$ cat src/dct_pkg.sv
// package: register map, fields and encodings of the dual counter/timer
package dct_pkg;
  localparam logic [7:0] CLKSEL_ADDR = 8'h8E;
  localparam logic [7:0] RUNFLG_ADDR = 8'h88;
  localparam logic [7:0] MODE_ADDR   = 8'h89;
  localparam logic [7:0] T0LO_ADDR   = 8'h8A;
  localparam logic [7:0] T1LO_ADDR   = 8'h8B;
  localparam logic [7:0] T0HI_ADDR   = 8'h8C;
  localparam logic [7:0] T1HI_ADDR   = 8'h8D;
  localparam logic [7:0] REG_RESET   = 8'h00;
  // clock select fields
  localparam int T3H_POS = 7;
  localparam int T3L_POS = 6;
  localparam int T2H_POS = 5;
  localparam int T2L_POS = 4;
  localparam int T1S_POS = 3;
  localparam int T0S_POS = 2;
  // run/flag fields
  localparam int TF1_POS = 7;
  localparam int TR1_POS = 6;
  localparam int TF0_POS = 5;
  localparam int TR0_POS = 4;
  // mode register: timer n field at 4*n
  localparam int GATE_OFS = 3;
  localparam int CPIN_OFS = 2;
  // prescaler divisors
  localparam int DIV_A = 12;
  localparam int DIV_B = 4;
  localparam int DIV_C = 48;
  localparam int DIV_X = 8;
  localparam logic [1:0] PS_12 = 2'h0;
  localparam logic [1:0] PS_4  = 2'h1;
  localparam logic [1:0] PS_48 = 2'h2;
  localparam logic [1:0] PS_X8 = 2'h3;
  localparam logic [12:0] MAX13 = 13'h1FFF;
  typedef enum logic [1:0] {M_13BIT, M_16BIT, M_RELOAD, M_SPLIT} dct_mode_t;
  typedef struct packed {
    logic       wr;
    logic       rd;
    logic [7:0] addr;
    logic [7:0] wdata;
  } dct_sfr_req_t;
  typedef struct packed {
    logic tmr0_vector_ack;
    logic tmr1_vector_ack;
  } dct_ack_t;
endpackage : dct_pkg

$ cat src/dct_timers.sv
// timers 0 and 1 with shared prescaler and clock select register
`timescale 1ns/1ps
// Notes on behaviour
// prescale code picks sysclk/12, /4, /48 or synchronised ext clock/8
// per-timer select: 1 system clock, 0 prescaled; ignored when counting pins
// timer 2 low-byte select: 1 system clock, else its own ext choice
// timer 3 low-byte select: 1 system clock, else its own ext choice
// split mode high-byte selects of timers 2 and 3 work likewise
// each timer is 16 bits in separate low and high byte registers
// mode 0 counts 13 bits: high byte plus low bits 4..0
// mode 0 wrap 1FFF to 0 sets overflow flag and interrupt request
// pin-count select: increment on each falling pin edge
// count only when run and (no gate or gate input active)
// setting run neither clears nor reloads the count
// timer 1 mirrors timer 0 using its own bits and gate input
// mode 1 counts all 16 bits
// mode 2 low byte counts, reloads from high byte on wrap
// mode 3 timer 0 low byte is own 8-bit timer with timer 0 bits
// mode 3 timer 0 high byte: clock only, timer 1 run and flag
// under timer 0 split, timer 1 no pins, no flag, pulse remains
// timer 1 mode 3 inactive; under split its mode acts as run
// mode field: 00 13-bit, 01 16-bit, 10 reload, 11 split/inactive
// overflow flags writable, cleared on interrupt vector
// pin levels held two clocks, rate at most quarter of sysclk
// pins and gate inputs pass a two-stage synchroniser first
// one-clock overflow pulse per timer for other blocks
module dct_timers
  import dct_pkg::*;
(
  input  wire logic                  I_CLK_SYS,
  input  wire logic                  I_RESET,
  input  wire dct_pkg::dct_sfr_req_t I_SFR,
  input  wire dct_pkg::dct_ack_t     I_ACK,
  input  wire logic                  I_EXT_IRQ_IN_A,
  input  wire logic                  I_EXT_IRQ_IN_B,
  input  wire logic                  I_EXT_IRQ_A_POLARITY,
  input  wire logic                  I_EXT_IRQ_B_POLARITY,
  input  wire logic                  I_TMR0_EVENT_PIN,
  input  wire logic                  I_TMR1_EVENT_PIN,
  input  wire logic                  I_EXT_CLK,
  input  wire logic                  I_TMR0_IRQ_ENABLE,
  input  wire logic                  I_TMR1_IRQ_ENABLE,
  input  wire logic                  I_T2_EXT_CLOCK_CHOICE,
  input  wire logic                  I_T3_EXT_CLOCK_CHOICE,
  output logic [7:0]                 O_SFR_RDATA,
  output logic                       O_TMR0_IRQ,
  output logic                       O_TMR1_IRQ,
  output logic                       O_TMR0_OVF_PULSE,
  output logic                       O_TMR1_OVF_PULSE,
  output logic                       O_T2_LOW_SYSCLK,
  output logic                       O_T2_HIGH_SYSCLK,
  output logic                       O_T3_LOW_SYSCLK,
  output logic                       O_T3_HIGH_SYSCLK
);
  import dct_pkg::*;

  logic [7:0]  clk_sel_q;
  logic [7:0]  mode_q;
  logic        tr0_q, tr1_q, tf0_q, tf1_q;
  logic [7:0]  tl0_q, th0_q, tl1_q, th1_q;
  logic [3:0]  sync1_q, sync2_q;
  logic [1:0]  pin_prev_q;
  logic        xclk_prev_q;
  logic [5:0]  pre_cnt_q;
  logic [2:0]  xclk_cnt_q;
  logic        pre_tick;
  logic        xclk_fall;
  logic        gate_a, gate_b, pin0_fall, pin1_fall;
  logic        en0, en1, en0h;
  logic        inc0, inc1, inc0h;
  logic        ovf0, ovf1, ovf0h;
  logic        t0_split;
  dct_mode_t   m0, m1;
  logic [7:0]  tl0_d, th0_d, tl1_d, th1_d;

  assign m0 = dct_mode_t'(mode_q[1:0]);
  assign m1 = dct_mode_t'(mode_q[5:4]);
  assign t0_split = (m0 == M_SPLIT);

  // two-stage synchroniser: gate a, gate b, pin 0, pin 1 (ext clk separate)
  logic [1:0] xsync_q;
  always_ff @(posedge I_CLK_SYS or posedge I_RESET)
  begin
    if (I_RESET)
    begin
      sync1_q <= 4'h0;
      sync2_q <= 4'h0;
      xsync_q <= 2'h0;
    end
    else
    begin
      sync1_q <= {I_TMR1_EVENT_PIN, I_TMR0_EVENT_PIN,
                  I_EXT_IRQ_IN_B, I_EXT_IRQ_IN_A};
      sync2_q <= sync1_q;
      xsync_q <= {xsync_q[0], I_EXT_CLK};
    end
  end

  always_ff @(posedge I_CLK_SYS or posedge I_RESET)
  begin
    if (I_RESET)
    begin
      pin_prev_q  <= 2'h0;
      xclk_prev_q <= 1'b0;
    end
    else
    begin
      pin_prev_q  <= sync2_q[3:2];
      xclk_prev_q <= xsync_q[1];
    end
  end

  assign gate_a    = (sync2_q[0] == I_EXT_IRQ_A_POLARITY);
  assign gate_b    = (sync2_q[1] == I_EXT_IRQ_B_POLARITY);
  assign pin0_fall = pin_prev_q[0] & ~sync2_q[2];
  assign pin1_fall = pin_prev_q[1] & ~sync2_q[3];
  assign xclk_fall = xclk_prev_q & ~xsync_q[1];

  // prescaler
  logic [5:0] pre_lim;
  always_comb
  begin
    unique case (clk_sel_q[1:0])
      PS_12:   pre_lim = 6'(DIV_A - 1);
      PS_4:    pre_lim = 6'(DIV_B - 1);
      PS_48:   pre_lim = 6'(DIV_C - 1);
      default: pre_lim = 6'h00;
    endcase
  end

  always_ff @(posedge I_CLK_SYS or posedge I_RESET)
  begin
    if (I_RESET)
    begin
      pre_cnt_q  <= 6'h00;
      xclk_cnt_q <= 3'h0;
    end
    else
    begin
      pre_cnt_q <= (pre_cnt_q >= pre_lim) ? 6'h00 : pre_cnt_q + 6'h01;
      if (xclk_fall)
        xclk_cnt_q <= xclk_cnt_q + 3'h1;
    end
  end

  assign pre_tick = (clk_sel_q[1:0] == PS_X8)
                  ? (xclk_fall && xclk_cnt_q == 3'(DIV_X - 1))
                  : (pre_cnt_q >= pre_lim);

  logic tick0, tick1;
  assign tick0 = clk_sel_q[T0S_POS] ? 1'b1 : pre_tick;
  assign tick1 = clk_sel_q[T1S_POS] ? 1'b1 : pre_tick;

  // run enables
  assign en0  = tr0_q && (!mode_q[GATE_OFS] || gate_a);
  assign en0h = tr1_q;
  assign en1  = t0_split ? (m1 != M_SPLIT)
              : (tr1_q && (!mode_q[4 + GATE_OFS] || gate_b)
                 && m1 != M_SPLIT);

  assign inc0  = en0 && (mode_q[CPIN_OFS] ? pin0_fall : tick0);
  assign inc0h = t0_split && en0h && tick1;
  assign inc1  = en1 && ((mode_q[4 + CPIN_OFS] && !t0_split)
                         ? pin1_fall : tick1);

  // timer datapath (shared by 0 and 1)
  function automatic logic [16:0] step(input dct_mode_t m,
                                       input logic [7:0] lo,
                                       input logic [7:0] hi);
    logic [12:0] c13;
    logic [15:0] c16;
    begin
      c13 = {hi, lo[4:0]} + 13'h0001;
      c16 = {hi, lo} + 16'h0001;
      step = {1'b0, hi, lo};
      unique case (m)
        M_13BIT:  step = {({hi, lo[4:0]} == MAX13), c13[12:5],
                          lo[7:5], c13[4:0]};
        M_16BIT:  step = {({hi, lo} == 16'hFFFF), c16};
        M_RELOAD: step = (lo == 8'hFF) ? {1'b1, hi, hi}
                         : {1'b0, hi, lo + 8'h01};
        M_SPLIT:  step = (lo == 8'hFF) ? {1'b1, hi, 8'h00}
                         : {1'b0, hi, lo + 8'h01};
      endcase
    end
  endfunction : step

  logic [16:0] s0, s1;
  assign s0 = step(m0, tl0_q, th0_q);
  assign s1 = step(m1, tl1_q, th1_q);
  assign ovf0  = inc0 && s0[16];
  assign ovf1  = inc1 && s1[16];
  assign ovf0h = inc0h && (th0_q == 8'hFF);

  logic wr_tl0, wr_th0, wr_tl1, wr_th1, wr_run;
  assign wr_tl0 = I_SFR.wr && I_SFR.addr == T0LO_ADDR;
  assign wr_th0 = I_SFR.wr && I_SFR.addr == T0HI_ADDR;
  assign wr_tl1 = I_SFR.wr && I_SFR.addr == T1LO_ADDR;
  assign wr_th1 = I_SFR.wr && I_SFR.addr == T1HI_ADDR;
  assign wr_run = I_SFR.wr && I_SFR.addr == RUNFLG_ADDR;

  always_comb
  begin
    tl0_d = inc0 ? s0[7:0] : tl0_q;
    th0_d = t0_split ? (inc0h ? th0_q + 8'h01 : th0_q)
          : (inc0 ? s0[15:8] : th0_q);
    tl1_d = inc1 ? s1[7:0] : tl1_q;
    th1_d = inc1 ? s1[15:8] : th1_q;
    if (wr_tl0) tl0_d = I_SFR.wdata;
    if (wr_th0) th0_d = I_SFR.wdata;
    if (wr_tl1) tl1_d = I_SFR.wdata;
    if (wr_th1) th1_d = I_SFR.wdata;
  end

  // count registers hold through run toggles
  always_ff @(posedge I_CLK_SYS or posedge I_RESET)
  begin
    if (I_RESET)
    begin
      tl0_q <= REG_RESET;
      th0_q <= REG_RESET;
      tl1_q <= REG_RESET;
      th1_q <= REG_RESET;
    end
    else
    begin
      tl0_q <= tl0_d;
      th0_q <= th0_d;
      tl1_q <= tl1_d;
      th1_q <= th1_d;
    end
  end

  always_ff @(posedge I_CLK_SYS or posedge I_RESET)
  begin
    if (I_RESET)
    begin
      clk_sel_q <= REG_RESET;
      mode_q    <= REG_RESET;
      tr0_q     <= 1'b0;
      tr1_q     <= 1'b0;
    end
    else
    begin
      if (I_SFR.wr && I_SFR.addr == CLKSEL_ADDR)
        clk_sel_q <= I_SFR.wdata;
      if (I_SFR.wr && I_SFR.addr == MODE_ADDR)
        mode_q <= I_SFR.wdata;
      if (wr_run)
      begin
        tr0_q <= I_SFR.wdata[TR0_POS];
        tr1_q <= I_SFR.wdata[TR1_POS];
      end
    end
  end

  // overflow flags: hardware set wins over clear
  logic set0, set1;
  assign set0 = ovf0;
  assign set1 = t0_split ? ovf0h : ovf1;
  always_ff @(posedge I_CLK_SYS or posedge I_RESET)
  begin
    if (I_RESET)
    begin
      tf0_q <= 1'b0;
      tf1_q <= 1'b0;
    end
    else
    begin
      if (set0)
        tf0_q <= 1'b1;
      else if (I_ACK.tmr0_vector_ack)
        tf0_q <= 1'b0;
      else if (wr_run)
        tf0_q <= I_SFR.wdata[TF0_POS];
      if (set1)
        tf1_q <= 1'b1;
      else if (I_ACK.tmr1_vector_ack)
        tf1_q <= 1'b0;
      else if (wr_run)
        tf1_q <= I_SFR.wdata[TF1_POS];
    end
  end

  always_ff @(posedge I_CLK_SYS or posedge I_RESET)
  begin
    if (I_RESET)
    begin
      O_TMR0_OVF_PULSE <= 1'b0;
      O_TMR1_OVF_PULSE <= 1'b0;
    end
    else
    begin
      O_TMR0_OVF_PULSE <= ovf0;
      O_TMR1_OVF_PULSE <= ovf1;
    end
  end

  assign O_TMR0_IRQ = tf0_q && I_TMR0_IRQ_ENABLE;
  assign O_TMR1_IRQ = tf1_q && I_TMR1_IRQ_ENABLE;

  // timer 2/3 clock choice: 1 = system clock, 0 = own ext choice
  assign O_T2_LOW_SYSCLK  = clk_sel_q[T2L_POS] | 1'b0;
  assign O_T3_LOW_SYSCLK  = clk_sel_q[T3L_POS];
  assign O_T2_HIGH_SYSCLK = clk_sel_q[T2H_POS];
  assign O_T3_HIGH_SYSCLK = clk_sel_q[T3H_POS];

  always_ff @(posedge I_CLK_SYS or posedge I_RESET)
  begin
    if (I_RESET)
      O_SFR_RDATA <= 8'h00;
    else if (I_SFR.rd)
    begin
      unique case (I_SFR.addr)
        CLKSEL_ADDR: O_SFR_RDATA <= clk_sel_q;
        RUNFLG_ADDR: O_SFR_RDATA <= {tf1_q, tr1_q, tf0_q, tr0_q, 4'h0};
        MODE_ADDR:   O_SFR_RDATA <= mode_q;
        T0LO_ADDR:   O_SFR_RDATA <= tl0_q;
        T0HI_ADDR:   O_SFR_RDATA <= th0_q;
        T1LO_ADDR:   O_SFR_RDATA <= tl1_q;
        T1HI_ADDR:   O_SFR_RDATA <= th1_q;
        default:     O_SFR_RDATA <= 8'h00;
      endcase
    end
  end
endmodule : dct_timers

$ cat config.mk
export PLATFORM = sky130hd
export DESIGN_NAME = dct_timers
export DESIGN_NICKNAME = d
export VERILOG_FILES = /design/src/dct_pkg.sv /design/src/dct_timers.sv
export SDC_FILE = /design/constraint.sdc
export NUM_CORES = 1
export LEC_CHECK = 0
export ABC_AREA = 1
export BUFFER_PORTS_ARGS = -buffer_cell sky130_fd_sc_hd__buf_2
export CAP_MARGIN = 5
export CORE_MARGIN = 10
export CORE_UTILIZATION = 29
export CTS_CLUSTER_SIZE = 25
export DETAILED_ROUTE_END_ITERATION = 10
export GPL_TIMING_DRIVEN = 0
export PLACE_DENSITY = 0.42
export SLEW_MARGIN = 20
export SYNTH_ARGS = -nofsm -noshare
export SYNTH_HDL_FRONTEND = slang
export SYNTH_SLANG_ARGS = --single-unit
export TNS_END_PERCENT = 50
$ cat constraint.sdc
create_clock -name I_CLK_SYS -period 3.2 [get_ports I_CLK_SYS]
set_input_delay 0.32 -clock I_CLK_SYS [delete_from_list [all_inputs] [get_ports I_CLK_SYS]]
set_output_delay 0.32 -clock I_CLK_SYS [all_outputs]
set_load 0.05 [all_outputs]
# Word level (Yosys, flattened, before mapping)
# Index checks and enable logic that the tools add are counted.
word_totals:
  rom_bits: 0
  latch_bits: 0
  ram_bits: 0
  memories: 0
  reg_bits: 84
  out_inout_bits: 16
classes:
  n_eq_ne: 33
  n_addsub: 9
  mux: 32
  n_reduce_logical: 39
  shift: 0
  n_div: 0
  n_bitwise: 6
  magnitude_cmp: 1
  n_mul: 0
op_table:
  columns: ["cell", "count"]
  rows:
  - ["17-bit case mux with 4 select lines", 2]
  - ["8-bit equality test, second input constant", 10]
  - ["8-bit two-way mux", 10]
  - ["17-bit two-way mux", 4]
  - ["8-bit case mux with 7 select lines", 1]
  - ["16-bit by 1-bit adder with 16-bit output, second input constant", 2]
  - ["16-bit equality test, second input constant", 2]
  - ["13-bit by 1-bit adder with 13-bit output, second input constant", 2]
  - ["13-bit equality test, second input constant", 2]
  - ["8-bit by 1-bit adder with 8-bit output, second input constant", 3]
  - ["1-bit logical AND", 21]
  - ["6-bit case mux with 3 select lines", 1]
  - ["1-bit two-way mux", 13]
  - ["2-bit equality test, second input constant", 6]
  - ["2-bit != test, second input constant", 5]
  - ["3-bit nonzero test", 3]
  - ["6-bit by 1-bit adder with 6-bit output, second input constant", 1]
  - ["2-bit by 1-bit equality test with 1-bit output, second input constant", 3]
  - ["6-bit greater-or-equal comparator", 1]
  - ["2-bit zero test", 3]
  - ["6-bit two-way mux", 1]
  - ["3-bit AND reduction", 2]
  - ["2-bit nonzero test", 3]
  - ["2-bit AND reduction", 2]
  - ["9 further kinds", 17]

# Longest topological paths before layout
# Gate-level depths: netlist of run 1.
logic_depth:
  depth_word: 10
  mapped_depth: 15

# Worst setup path before layout of run 1
# Ideal clock, no wire load.
synth_timing:
  kind: "register to register"
  startpoint: "register clk_sel_q[0]"
  endpoint: "register th0_q[3]"
  setup_ns: 0.121
  period_less_slack_ns: 1.989
  required_ns: 3.079
  setup_slack_ns: 1.211
  arrival_time_ns: 1.868
  stages_incl_launch_ff: 14
  cell_sequence: "dfrtp_1 inv_1 nand2_1 ha_1 or2_0 nand2_1 nand3_1 nand2_2 nand2_1 a21oi_2 nand2_1 buf_4 nand2_1 o21ai_2"
synth_between:
  elab_chain_len: 9
synth_lines:
  columns: ["item", "line_no", "text"]
  rows:
  - ["start, declared", "dct_timers.sv:57", "logic [7:0] clk_sel_q;"]
  - ["start signal, assigned", "dct_timers.sv:246", "clk_sel_q <= I_SFR.wdata;"]
  - ["2-bit equality test (tied with other cells)", "dct_timers.sv:123", "unique case (clk_sel_q[1:0])"]
  - ["6-bit case mux with 3 select lines", "dct_timers.sv:123", null]
  - ["6-bit greater-or-equal comparator", "dct_timers.sv:148", ": (pre_cnt_q >= pre_lim);"]
  - ["1-bit two-way mux (*)", "dct_timers.sv:147", "? (xclk_fall && xclk_cnt_q == 3'(DIV_X - 1))"]
  - ["1-bit two-way mux", "dct_timers.sv:151", "assign tick0 = clk_sel_q[T0S_POS] ? 1'b1 : pre_tick;"]
  - ["1-bit two-way mux", "dct_timers.sv:161", "assign inc0 = en0 && (mode_q[CPIN_OFS] ? pin0_fall : tick0);"]
  - ["1-bit logical AND", "dct_timers.sv:161", null]
  - ["3-bit nonzero test (no source line)", null, null]
  - ["3-bit AND reduction (no source line) (*)", null, null]
  - ["end signal, assigned", "dct_timers.sv:228", "th0_q <= th0_d;"]
  - ["end, declared", "dct_timers.sv:60", "logic [7:0] tl0_q, th0_q, tl1_q, th1_q;"]
# Every way passes the cells marked *; elsewhere a longest branch is shown, timed or not.
# A chain may end at the register's enable or synchronous reset.

# Final worst setup path of run 1
layout_timing:
  startpoint: "register clk_sel_q[0]"
  endpoint: "register th0_q[2]"
# The elaborated chain is that of the path after synthesis.

==> flow_metrics.env, run 1 <==
export IMPL_status="finished, final reports clean"
export IMPL_clk_pin_slew_ps=80
export IMPL_firstDrtPassIters=5
export IMPL_critPathKind="register to register"
export IMPL_drive_above_1_share_pct=13.62
export IMPL_io_pin_count=49
export IMPL_post_route_period_util_pct=74.50
export IMPL_grt_pass1_vias=5757
export IMPL_cts_tree="yes"
export IMPL_viasPerCell=4.992
export IMPL_cts_buffers=9
export IMPL_path_cells="inv_1, nand2_1, ha_1, or2_0, nand2_1, nand3_1, nand2_2, nand2_1, a21oi_2, nand2_1, buf_4, nand2_1, o21ai_2"
export IMPL_start_kind="register"
export IMPL_cap_violations=0
export IMPL_setup_viol=0
export IMPL_track_usage_pct=16.27
export IMPL_max_freq_mhz=419.5
export IMPL_cts_max_level=3
export IMPL_synth_fp_nets=906
export IMPL_rsz0062_at_grt="false"
export IMPL_wl_per_cell_um=17.71
export IMPL_portBuffers=45
export IMPL_area_delta_synth_final_pct=15.46
export IMPL_n_antenna_cell=0
export IMPL_synth_cell_types=43
export IMPL_start_util_pct=29.67
export IMPL_syn_area_per_cell_um2=6.742
export IMPL_setup_slack_ps=816.0
export IMPL_tritoncts_num_sinks=84
export IMPL_nFillCells=2200
export IMPL_cts_hold_buf=1
export IMPL_core_mm2=0.01959
export IMPL_ys_seq_area_share_pct=36.17
export IMPL_power_density_mw_per_mm2=575.4
export IMPL_syn_inst=862
export IMPL_num_rows=51
export IMPL_gp_congestion=0.9028
export IMPL_slowest_stage="dfrtp_1"
export IMPL_synth_warnings=0
export IMPL_grt_max_degree=65
export IMPL_post_cts_resize_count=0
export IMPL_synth_seq_cells=84
export IMPL_grt_overflow_total=0
export IMPL_hold_class="primary input to register"
export IMPL_finalCriticalPeriod_ps=2384
export IMPL_finalPower_mw=3.861
export IMPL_fin_nets=964
export IMPL_dieArea_mm2=0.02610
export IMPL_die_x_um=161.6
export IMPL_dp_hpwl_mm=16.25
export IMPL_regArea_mm2=0.002102
export IMPL_cp_arrival_ps=2640
export IMPL_max_slew_margin_rel_pct=44.64
export IMPL_cp_required_ps=3450
export IMPL_cp_end_kind="register"
export IMPL_dieHeight_um=161.6
export IMPL_dp_worst_setup_slack_ps=785.2
export IMPL_critPathMaxStageDelay_ps=450
export IMPL_ant_nets=0
export IMPL_cts_root_buf="clkbuf_16"
export IMPL_skew_ps=15.71
export IMPL_setup_tns_ps=0
export IMPL_cp_common_cell="nand2_1"
export IMPL_grt_pass1_wl_mm=33.61
export IMPL_netlist_area_mm2=0.005812
export IMPL_post_cts_buffers=0
export IMPL_leakage_nw=3.314
export IMPL_final_max_slew_viol_count=0
export IMPL_insertion_delay_ps=360
export IMPL_clockBufferDepth=2
export IMPL_drtIter0Drc=408
export IMPL_multi_input_area_mm2=0.003256
export IMPL_worstMarginPinSlew_ps=827.3
export IMPL_finalHoldViolCount=0
export IMPL_drc=0
export IMPL_irDropWorstVdd_v=0.0002853
export IMPL_vias=5941
export IMPL_crit_fanout=10
export IMPL_wirelength_mm=21.08
export IMPL_antenna_found_initial=0
## layout make-up
class | instances | share of cell area [%]
plain buffers | 15 | 1.231
clock buffers | 9 | 3.356
clock inverters | 7 | 1.100
inverters | 99 | 5.613
multi-input cells | 664 | 48.52
flip-flops and latches | 84 | 31.33
well taps | 265 | 4.941
repair buffers | 47 | 3.916
## report_power, final
part	switching [mW]	internal, mW	leakage (nW)
Clock	0.526	0.559	0.150
Sequential	0.215	1.24	1.07
Combinational	0.888	0.437	2.10
## state kept, by name, summed over array words and instances (netlist names), 2 cells and up
name,cells
th0_q,8
pin_prev_q,2
sync1_q,4
mode_q,8
tl1_q,8
clk_sel_q,8
sync2_q,4
pre_cnt_q,6
th1_q,8
xclk_cnt_q,3
xsync_q,2
tl0_q,8
O_SFR_RDATA,8
## cells in the mapped netlist (all sizes together)
master | number | area share [%]
o211ai | 8 | 1.1
nand2 | 284 | 19
ha | 11 | 2.4
o21ai | 82 | 7.4
nor3b | 2 | 0.26
clkinv | 2 | 0.13
or2 | 3 | 0.32
clkbuf | 3 | 0.19
buf | 12 | 1.2
o2111ai | 1 | 0.15
nor3 | 16 | 1.9
a21oi | 22 | 2.0
o21a | 1 | 0.13
nand4 | 17 | 2.0
o221ai | 1 | 0.15
xnor2 | 3 | 0.45
xor2 | 6 | 0.90
inv | 97 | 6.3
nor2 | 85 | 6.7
o22ai | 15 | 1.6
a21boi | 1 | 0.13
dfrtp | 84 | 36
mux2 | 2 | 0.39
nand3b | 1 | 0.13
nand3 | 103 | 9.0
## cell families after synthesis
logic type,count (synthesis),synth area share [%]
muxes,2,0.3875
xor gates and xnor gates,9,1.356
and+or+nand+nor,511,39.27
AOI/OAI and AO/OA,131,12.64
DFF,84,36.17
buffers and inverters,114,7.815
adders and majority gates,11,2.368
## final timing paths
path	start	endpoint	slack [ps]	cells past startpoint
setup / recovery	clk_sel_q[0]	th0_q[2]	820	13
hold / removal	I_TMR0_EVENT_PIN	sync1_q[2]	70	1
setup reg to reg	clk_sel_q[0]	th0_q[2]	820	13
hold reg to reg	sync1_q[1]	sync2_q[1]	350	0
max in group asynchronous	I_RESET	O_SFR_RDATA[1]	2150	4
min in group asynchronous	I_RESET	tl1_q[0]	460	3
## stage by stage
step	area, um2	std cells	utilization (%)	hold WS (ps)
final	6710	1190	34.25	67.52
after global routing	6710	1190	34.25	55.97
after CTS	6710	1190	34.25	52.04
after detailed placement	6401	1173	32.68	284.2
after global placement	6369	1172	32.51	331.8
after floorplan	5812	862	-	331.2
## metal layers
metal	GRT usage (%)	routed length, um	up-vias
met3	2.872	1235	25
met2	23.63	8825	187
met5	0	0	-
met4	4.797	434	0
li1	-	-	2949
met1	23.85	10580	2780
## critical path, delay by kind of cell (launching register included)
kind	cells	cell delay, ps
flip-flops	1	450
buffers and inverters	2	320
adder cells (fa/ha/maj)	1	290
AND/OR/NAND/NOR	8	930
AO/OA/AOI/OAI	2	280
## cell usage in the layout (no fill, tap or decap), types with 7 or more instances in the layout
cell / instances
a21oi_1: 21
buf_2: 54
clkbuf_16: 9
dfrtp_1: 84
ha_1: 11
inv_1: 84
inv_2: 12
nand2_1: 275
nand2_2: 7
nand3_1: 102
nand4_1: 15
nor2_1: 73
nor2_2: 7
nor3_1: 11
o211ai_1: 7
o21ai_0: 41
o21ai_1: 36
o22ai_1: 15
Power figures use the tool's default switching activity.
==> inputs of run 2 (changes only) <==
Settings changed: PLACE_DENSITY 0.42 to 0.43.
Clock period 3.2 ns to 2.1 ns, I/O delays scaled along.
==> run 2 against run 1 <==
Against the previous run: routed wire length grew 2.6%; sequential share of layout area is 2.0 points lower; critical endpoint is now th0_q[3]; clock power rose by 61%; fmax increased by 15%; die area unchanged; setup slack worse by 800 ps; critical path type unchanged; worst hold slack better by 47 ps; non-clock buffer count is 20 higher; register-to-register slack worse by 800 ps; cell area increased by 7.0%.
==> flow_metrics.env, run 2 (same netlist as run 1, synthesis figures left out) <==
export IMPL_viasPerCell=4.982
export IMPL_cp_end_kind="register"
export IMPL_p_comb_share_pct=36.5
export IMPL_clkPwrFrac_pct=28.1
export IMPL_area_delta_synth_final_pct=23.57
export IMPL_crit_end="th0_q[3]"
export IMPL_grt_pass1_wl_mm=33.83
export IMPL_whs_ps=114.4
export IMPL_dieArea_mm2=0.02610
export IMPL_cts_max_level=3
export IMPL_seqPwrFrac_pct=35.4
export IMPL_dieHeight_um=161.6
export IMPL_leakage_nw=3.481
export IMPL_critPathMaxStageDelay_ps=430
export IMPL_wl_per_cell_um=17.85
export IMPL_clk_pin_slew_ps=80
export IMPL_max_slew_margin_rel_pct=48.82
export IMPL_cp_arrival_ps=2330
export IMPL_core_mm2=0.01959
export IMPL_cp_required_ps=2350
export IMPL_crit_start="clk_sel_q[1]"
export IMPL_firstDrtPassIters=5
export IMPL_clockBufferDepth=2
export IMPL_critPathKind="register to register"
export IMPL_finalNonFillerCells=1211
export IMPL_track_usage_pct=16.48
export IMPL_internal_power_mw=3.642
export IMPL_gp_congestion=0.8848
export IMPL_r2r_end="th0_q[3]"
export IMPL_routed_top_layer="met4"
export IMPL_drc=0
export IMPL_ant_nets=0
export IMPL_power_density_mw_per_mm2=869.9
export IMPL_dp_cells=1175
export IMPL_finalCriticalPeriod_ps=2080
export IMPL_met1_length_mm=10.92
export IMPL_rr_startpoint="clk_sel_q[1]"
export IMPL_skew_ps=11.13
export IMPL_fin_nets=985
export IMPL_grt_pass1_vias=5736
export IMPL_io_pin_count=49
export IMPL_drive_above_1_share_pct=19.24
export IMPL_rsz0062_at_grt="true"
export IMPL_insertion_delay_ps=360
export IMPL_final_common_cell="nand2_1"
export IMPL_drtIter0Drc=519
export IMPL_vias=6033
export IMPL_irDropWorstVdd_v=0.0004373
export IMPL_switching_share_pct=41.71
export IMPL_fin_util_pct=36.66
export IMPL_cts_tree="yes"
export IMPL_p_sw_mw=2.606
export IMPL_cap_violations=0
export IMPL_final_max_slew_viol_count=0
export IMPL_r2r_cells=15
export IMPL_crit_buf_inv=2
export IMPL_slowest_stage="dfrtp_1"
export IMPL_path_delay_family="simple AND/OR/NAND/NOR gates"
export IMPL_worstMarginPinSlew_ps=764.8
export IMPL_antenna_found_initial=0
export IMPL_post_route_period_util_pct=99.06
export IMPL_cts_root_buf="clkbuf_16"
export IMPL_tritoncts_num_sinks=84
export IMPL_hold_class="primary input to register"
export IMPL_dp_hpwl_mm=16.39
export IMPL_dp_worst_setup_slack_ps=-335.4
export IMPL_grt_max_degree=32
export IMPL_start_util_pct=29.67
export IMPL_max_freq_mhz=480.7
export IMPL_cts_buffers=9
export IMPL_crit_fanout=5
export IMPL_die_x_um=161.6
export IMPL_finalHoldViolCount=0
export IMPL_setup_viol=0
export IMPL_status="finished, final reports clean"
export IMPL_cp_num_cells=15
export IMPL_n_antenna_cell=0
export IMPL_dr_wl_met3_mm=1.339
export IMPL_final_cell_mix="nand2_1 (258), nand3_1 (93), dfrtp_1 (82)"
export IMPL_grt_overflow_total=0
export IMPL_num_rows=51
export IMPL_portBuffers=45
export IMPL_wirelength_mm=21.62
export IMPL_path_cells="nand2_2, ha_1, inv_1, nand2_1, nand2_1, nand2_1, nand2_2, nand3_2, nand2_4, nand2_4, a21oi_4, nand2_4, buf_8, nand2_2, o21ai_2"
export IMPL_start_kind="register"
export IMPL_ff2ff_setup_slack_ps=20
export IMPL_setup_slack_ps=19.65
export IMPL_met2_wirelength_mm=9.040
run 2: timing repair:
| action | CTS | global route |
|---|---|---|
| pin swaps | 10 | 19 |
| gates cloned | 2 | 1 |
| resized for setup | 35 | 33 |
| endpoints found under the setup margin | 31 | 35 |
| hold buffers | 6 | 0 |
| buffers inserted | 9 | 2 |
| hold endpoints to repair | 63 | 0 |
run 2: through the flow:
| step | TNS [ps] | total power [mW] | instance area, um2 |
|---|---|---|---|
| after detailed placement | -4625 | 4.241 | 6432 |
| after floorplan | 0 | 3.634 | 5816 |
| after CTS | -62.59 | 6.166 | 7043 |
| after global routing | -2208 | 6.711 | 7182 |
| final | 0 | 6.248 | 7182 |
| after global placement | -4105 | 4.240 | 6372 |
run 2: worst reg2reg max path, cell delays in order (launching register included):
cell and delay [ps]:
dfrtp_1 430, nand2_2 100, ha_1 270, inv_1 50, nand2_1 40, nand2_1 50
nand2_1 70, nand2_2 80, nand3_2 90, nand2_4 110, nand2_4 60, a21oi_4 220
nand2_4 130, buf_8 160, nand2_2 60, o21ai_2 50
run 2: power groups by stage:
stage	clock network [mW]	registers (mW)	logic, mW
detailed placement	0	2.23	2.01
finish	1.76	2.21	2.28
global route	1.87	2.25	2.59
global placement	0	2.24	2.00
CTS	1.81	2.21	2.15
floorplan	0	2.15	1.49
run 2: worst min path at each step:
| stage | start | end | slack, ps | cells after the start |
|---|---|---|---|---|
| detailed placement | I_RESET | tl1_q[7] | 110 | 2 |
| CTS | I_ACK[1] | tf0_q | 100 | 4 |
| global route | I_SFR[4] | tl0_q[4] | 150 | 3 |
| finish | I_ACK[1] | tf0_q | 110 | 4 |
| floorplan | I_EXT_IRQ_IN_A | sync1_q[0] | 240 | 0 |
| global placement | I_EXT_CLK | xsync_q[0] | 320 | 1 |
run 2: routing by layer:
layer  track usage (%)  vias up
li1                  -     3002
met1             24.20     2819
met2             24.04      188
met3             2.949       24
met4             4.384        0
met5                 0        -
run 2: layout make-up:
cell class	instances	area, um2
tap	265	331.6
timing repair buffer	67	478.0
fill	2112	12410
inverter	99	377.9
multi-input combinational	665	3481
clock inverter	7	87.58
clock buffer	9	225.2
buffer	15	96.34
sequential	84	2105
==> inputs of run 3 (changes only) <==
Settings changed: BUFFER_PORTS_ARGS -buffer_cell sky130_fd_sc_hd__buf_2 to unset, DONT_BUFFER_PORTS set to 1, PLACE_DENSITY 0.43 to 0.41.
==> run 3 against run 2 <==
Against the previous run: register-to-register slack improved by 40 ps; fmax rose by 2.0%; largest power group unchanged; global-route usage rose by 0.38 points; critical endpoint is now tl1_q[1].
==> flow_metrics.env, run 3 (same netlist as run 1, synthesis figures left out) <==
export IMPL_irDropWorstVdd_v=0.0003760
export IMPL_wirelength_mm=22.00
export IMPL_start_kind="register"
export IMPL_dieHeight_um=161.6
export IMPL_skew_ps=10.05
export IMPL_seqPwrFrac_pct=34.7
export IMPL_internal_power_mw=3.852
export IMPL_status="finished, final reports clean"
export IMPL_dp_worst_setup_slack_ps=-331.9
export IMPL_cap_violations=0
export IMPL_crit_fanout=6
export IMPL_tritoncts_num_sinks=84
export IMPL_ff2ff_setup_slack_ps=60
export IMPL_critPathMaxStageDelay_ps=440
export IMPL_cts_tree="yes"
export IMPL_firstDrtPassIters=5
export IMPL_slowest_stage="dfrtp_2"
export IMPL_post_route_period_util_pct=97.15
export IMPL_worstMarginPinSlew_ps=756.7
export IMPL_start_util_pct=29.67
export IMPL_final_common_cell="nand2_1"
export IMPL_dpl_cell_area_mm2=0.006215
export IMPL_dp_hpwl_mm=16.77
export IMPL_grt_pass1_wl_mm=34.31
export IMPL_leakage_nw=3.306
export IMPL_die_x_um=161.6
export IMPL_setup_slack_ps=59.82
export IMPL_fin_util_pct=36.14
export IMPL_gp_congestion=0.8966
export IMPL_cp_common_cell="nand2_4"
export IMPL_insertion_delay_ps=360
export IMPL_dp_cells=1130
export IMPL_fin_nets=946
export IMPL_antenna_found_initial=0
export IMPL_finalNonFillerCells=1172
export IMPL_finalCriticalPeriod_ps=2040
export IMPL_p_comb_share_pct=37.3
export IMPL_clockBufferDepth=2
export IMPL_portBuffers=0
export IMPL_cts_root_buf="clkbuf_16"
export IMPL_whs_ps=28.64
export IMPL_final_max_slew_viol_count=0
export IMPL_clk_pin_slew_ps=70
export IMPL_viasPerCell=5.073
export IMPL_cts_max_level=3
export IMPL_drive_above_1_share_pct=16.10
export IMPL_final_cell_mix="nand2_1 (260), nand3_1 (92), inv_1 (81)"
export IMPL_grt_overflow_total=0
export IMPL_setup_tns_ps=0
export IMPL_rsz0062_at_grt="true"
export IMPL_cp_arrival_ps=2290
export IMPL_clkPwrFrac_pct=28.0
export IMPL_num_rows=51
export IMPL_grt_pass1_vias=5674
export IMPL_setup_viol=0
export IMPL_ant_nets=0
export IMPL_fin_area_mm2=0.007079
export IMPL_cp_required_ps=2350
export IMPL_drc=0
export IMPL_wl_per_cell_um=18.77
export IMPL_finalHoldViolCount=0
export IMPL_grt_max_degree=29
export IMPL_drtIter0Drc=478
export IMPL_cp_end_kind="register"
export IMPL_max_freq_mhz=490.2
export IMPL_critPathKind="register to register"
export IMPL_switching_share_pct=40.45
export IMPL_dieArea_mm2=0.02610
export IMPL_io_pin_count=49
export IMPL_p_sw_mw=2.616
export IMPL_area_delta_synth_final_pct=21.81
export IMPL_finalPower_mw=6.468
export IMPL_max_slew_margin_rel_pct=49.44
export IMPL_cts_buffers=9
export IMPL_n_antenna_cell=0
export IMPL_vias=5946
export IMPL_power_density_mw_per_mm2=913.7
export IMPL_core_mm2=0.01959
export IMPL_path_cells="inv_2, nand2_4, ha_4, or2_1, nand2_2, nand3_2, nand2_4, buf_6, nand3_4, nand3_4, nand2_4, buf_4, nand2_1, nand2_1"
export IMPL_track_usage_pct=16.86
export IMPL_hold_class="primary input to register"
run 3: cell types whose count changed in the layout (fill, tap and decap cells not counted), sizes merged:
cell and change:
buf -39, inv -3, clkbuf +2, bufinv +1
clkinvlp +1, nand2 -1
run 3: timing repair:
| action | CTS | global route |
|---|---|---|
| cloned | 1 | 1 |
| gates resized for setup | 35 | 39 |
| endpoints found under the hold margin | 18 | 0 |
| pin swaps | 9 | 11 |
| hold buffers | 6 | 0 |
| buffers inserted | 13 | 6 |
| endpoints found under the setup margin | 33 | 41 |
run 3: worst paths after layout:
check	startpoint	to	cells after the start
max	clk_sel_q[0]	tl1_q[1]	14
min	I_ACK[1]	tf0_q	3
max reg2reg	clk_sel_q[0]	tl1_q[1]	14
min reg2reg	sync1_q[2]	sync2_q[2]	0
max in group asynchronous	I_RESET	th0_q[0]	4
min in group asynchronous	I_RESET	tl1_q[0]	2
run 3: layer usage:
| metal | routed length, um | vias to the layer above | GRT usage (%) |
|---|---|---|---|
| met2 | 9422 | 196 | 24.87 |
| met5 | 0 | - | 0 |
| met1 | 10880 | 2813 | 24.32 |
| met3 | 1364 | 18 | 3.432 |
| li1 | - | 2919 | - |
| met4 | 332 | 0 | 4.425 |
run 3: worst max-delay path, delay by kind of cell (launching register included):
kind / cells / cell delay [ps]
adder cells (fa/ha/maj): 1 / 210
buffers and inverters: 3 / 330
flip-flops: 1 / 440
AND/OR/NAND/NOR: 10 / 950
run 3: area by class of cell:
type	instances	area, um2
tap	265	331.6
multi-input combinational	664	3503
sequential	84	2107
fill	2128	12510
clock inverter	6	93.84
inverter	99	375.4
clock buffer	10	229.0
buffer	15	100.1
timing repair buffer	29	339.1
run 3: power groups by stage:
stage / combinational (mW) / clock, mW / sequential (mW)
floorplan: 1.49 / 0 / 2.15
global placement: 1.95 / 0 / 2.26
detailed placement: 1.95 / 0 / 2.26
CTS: 2.23 / 1.87 / 2.24
global route: 2.73 / 1.91 / 2.28
finish: 2.41 / 1.81 / 2.25
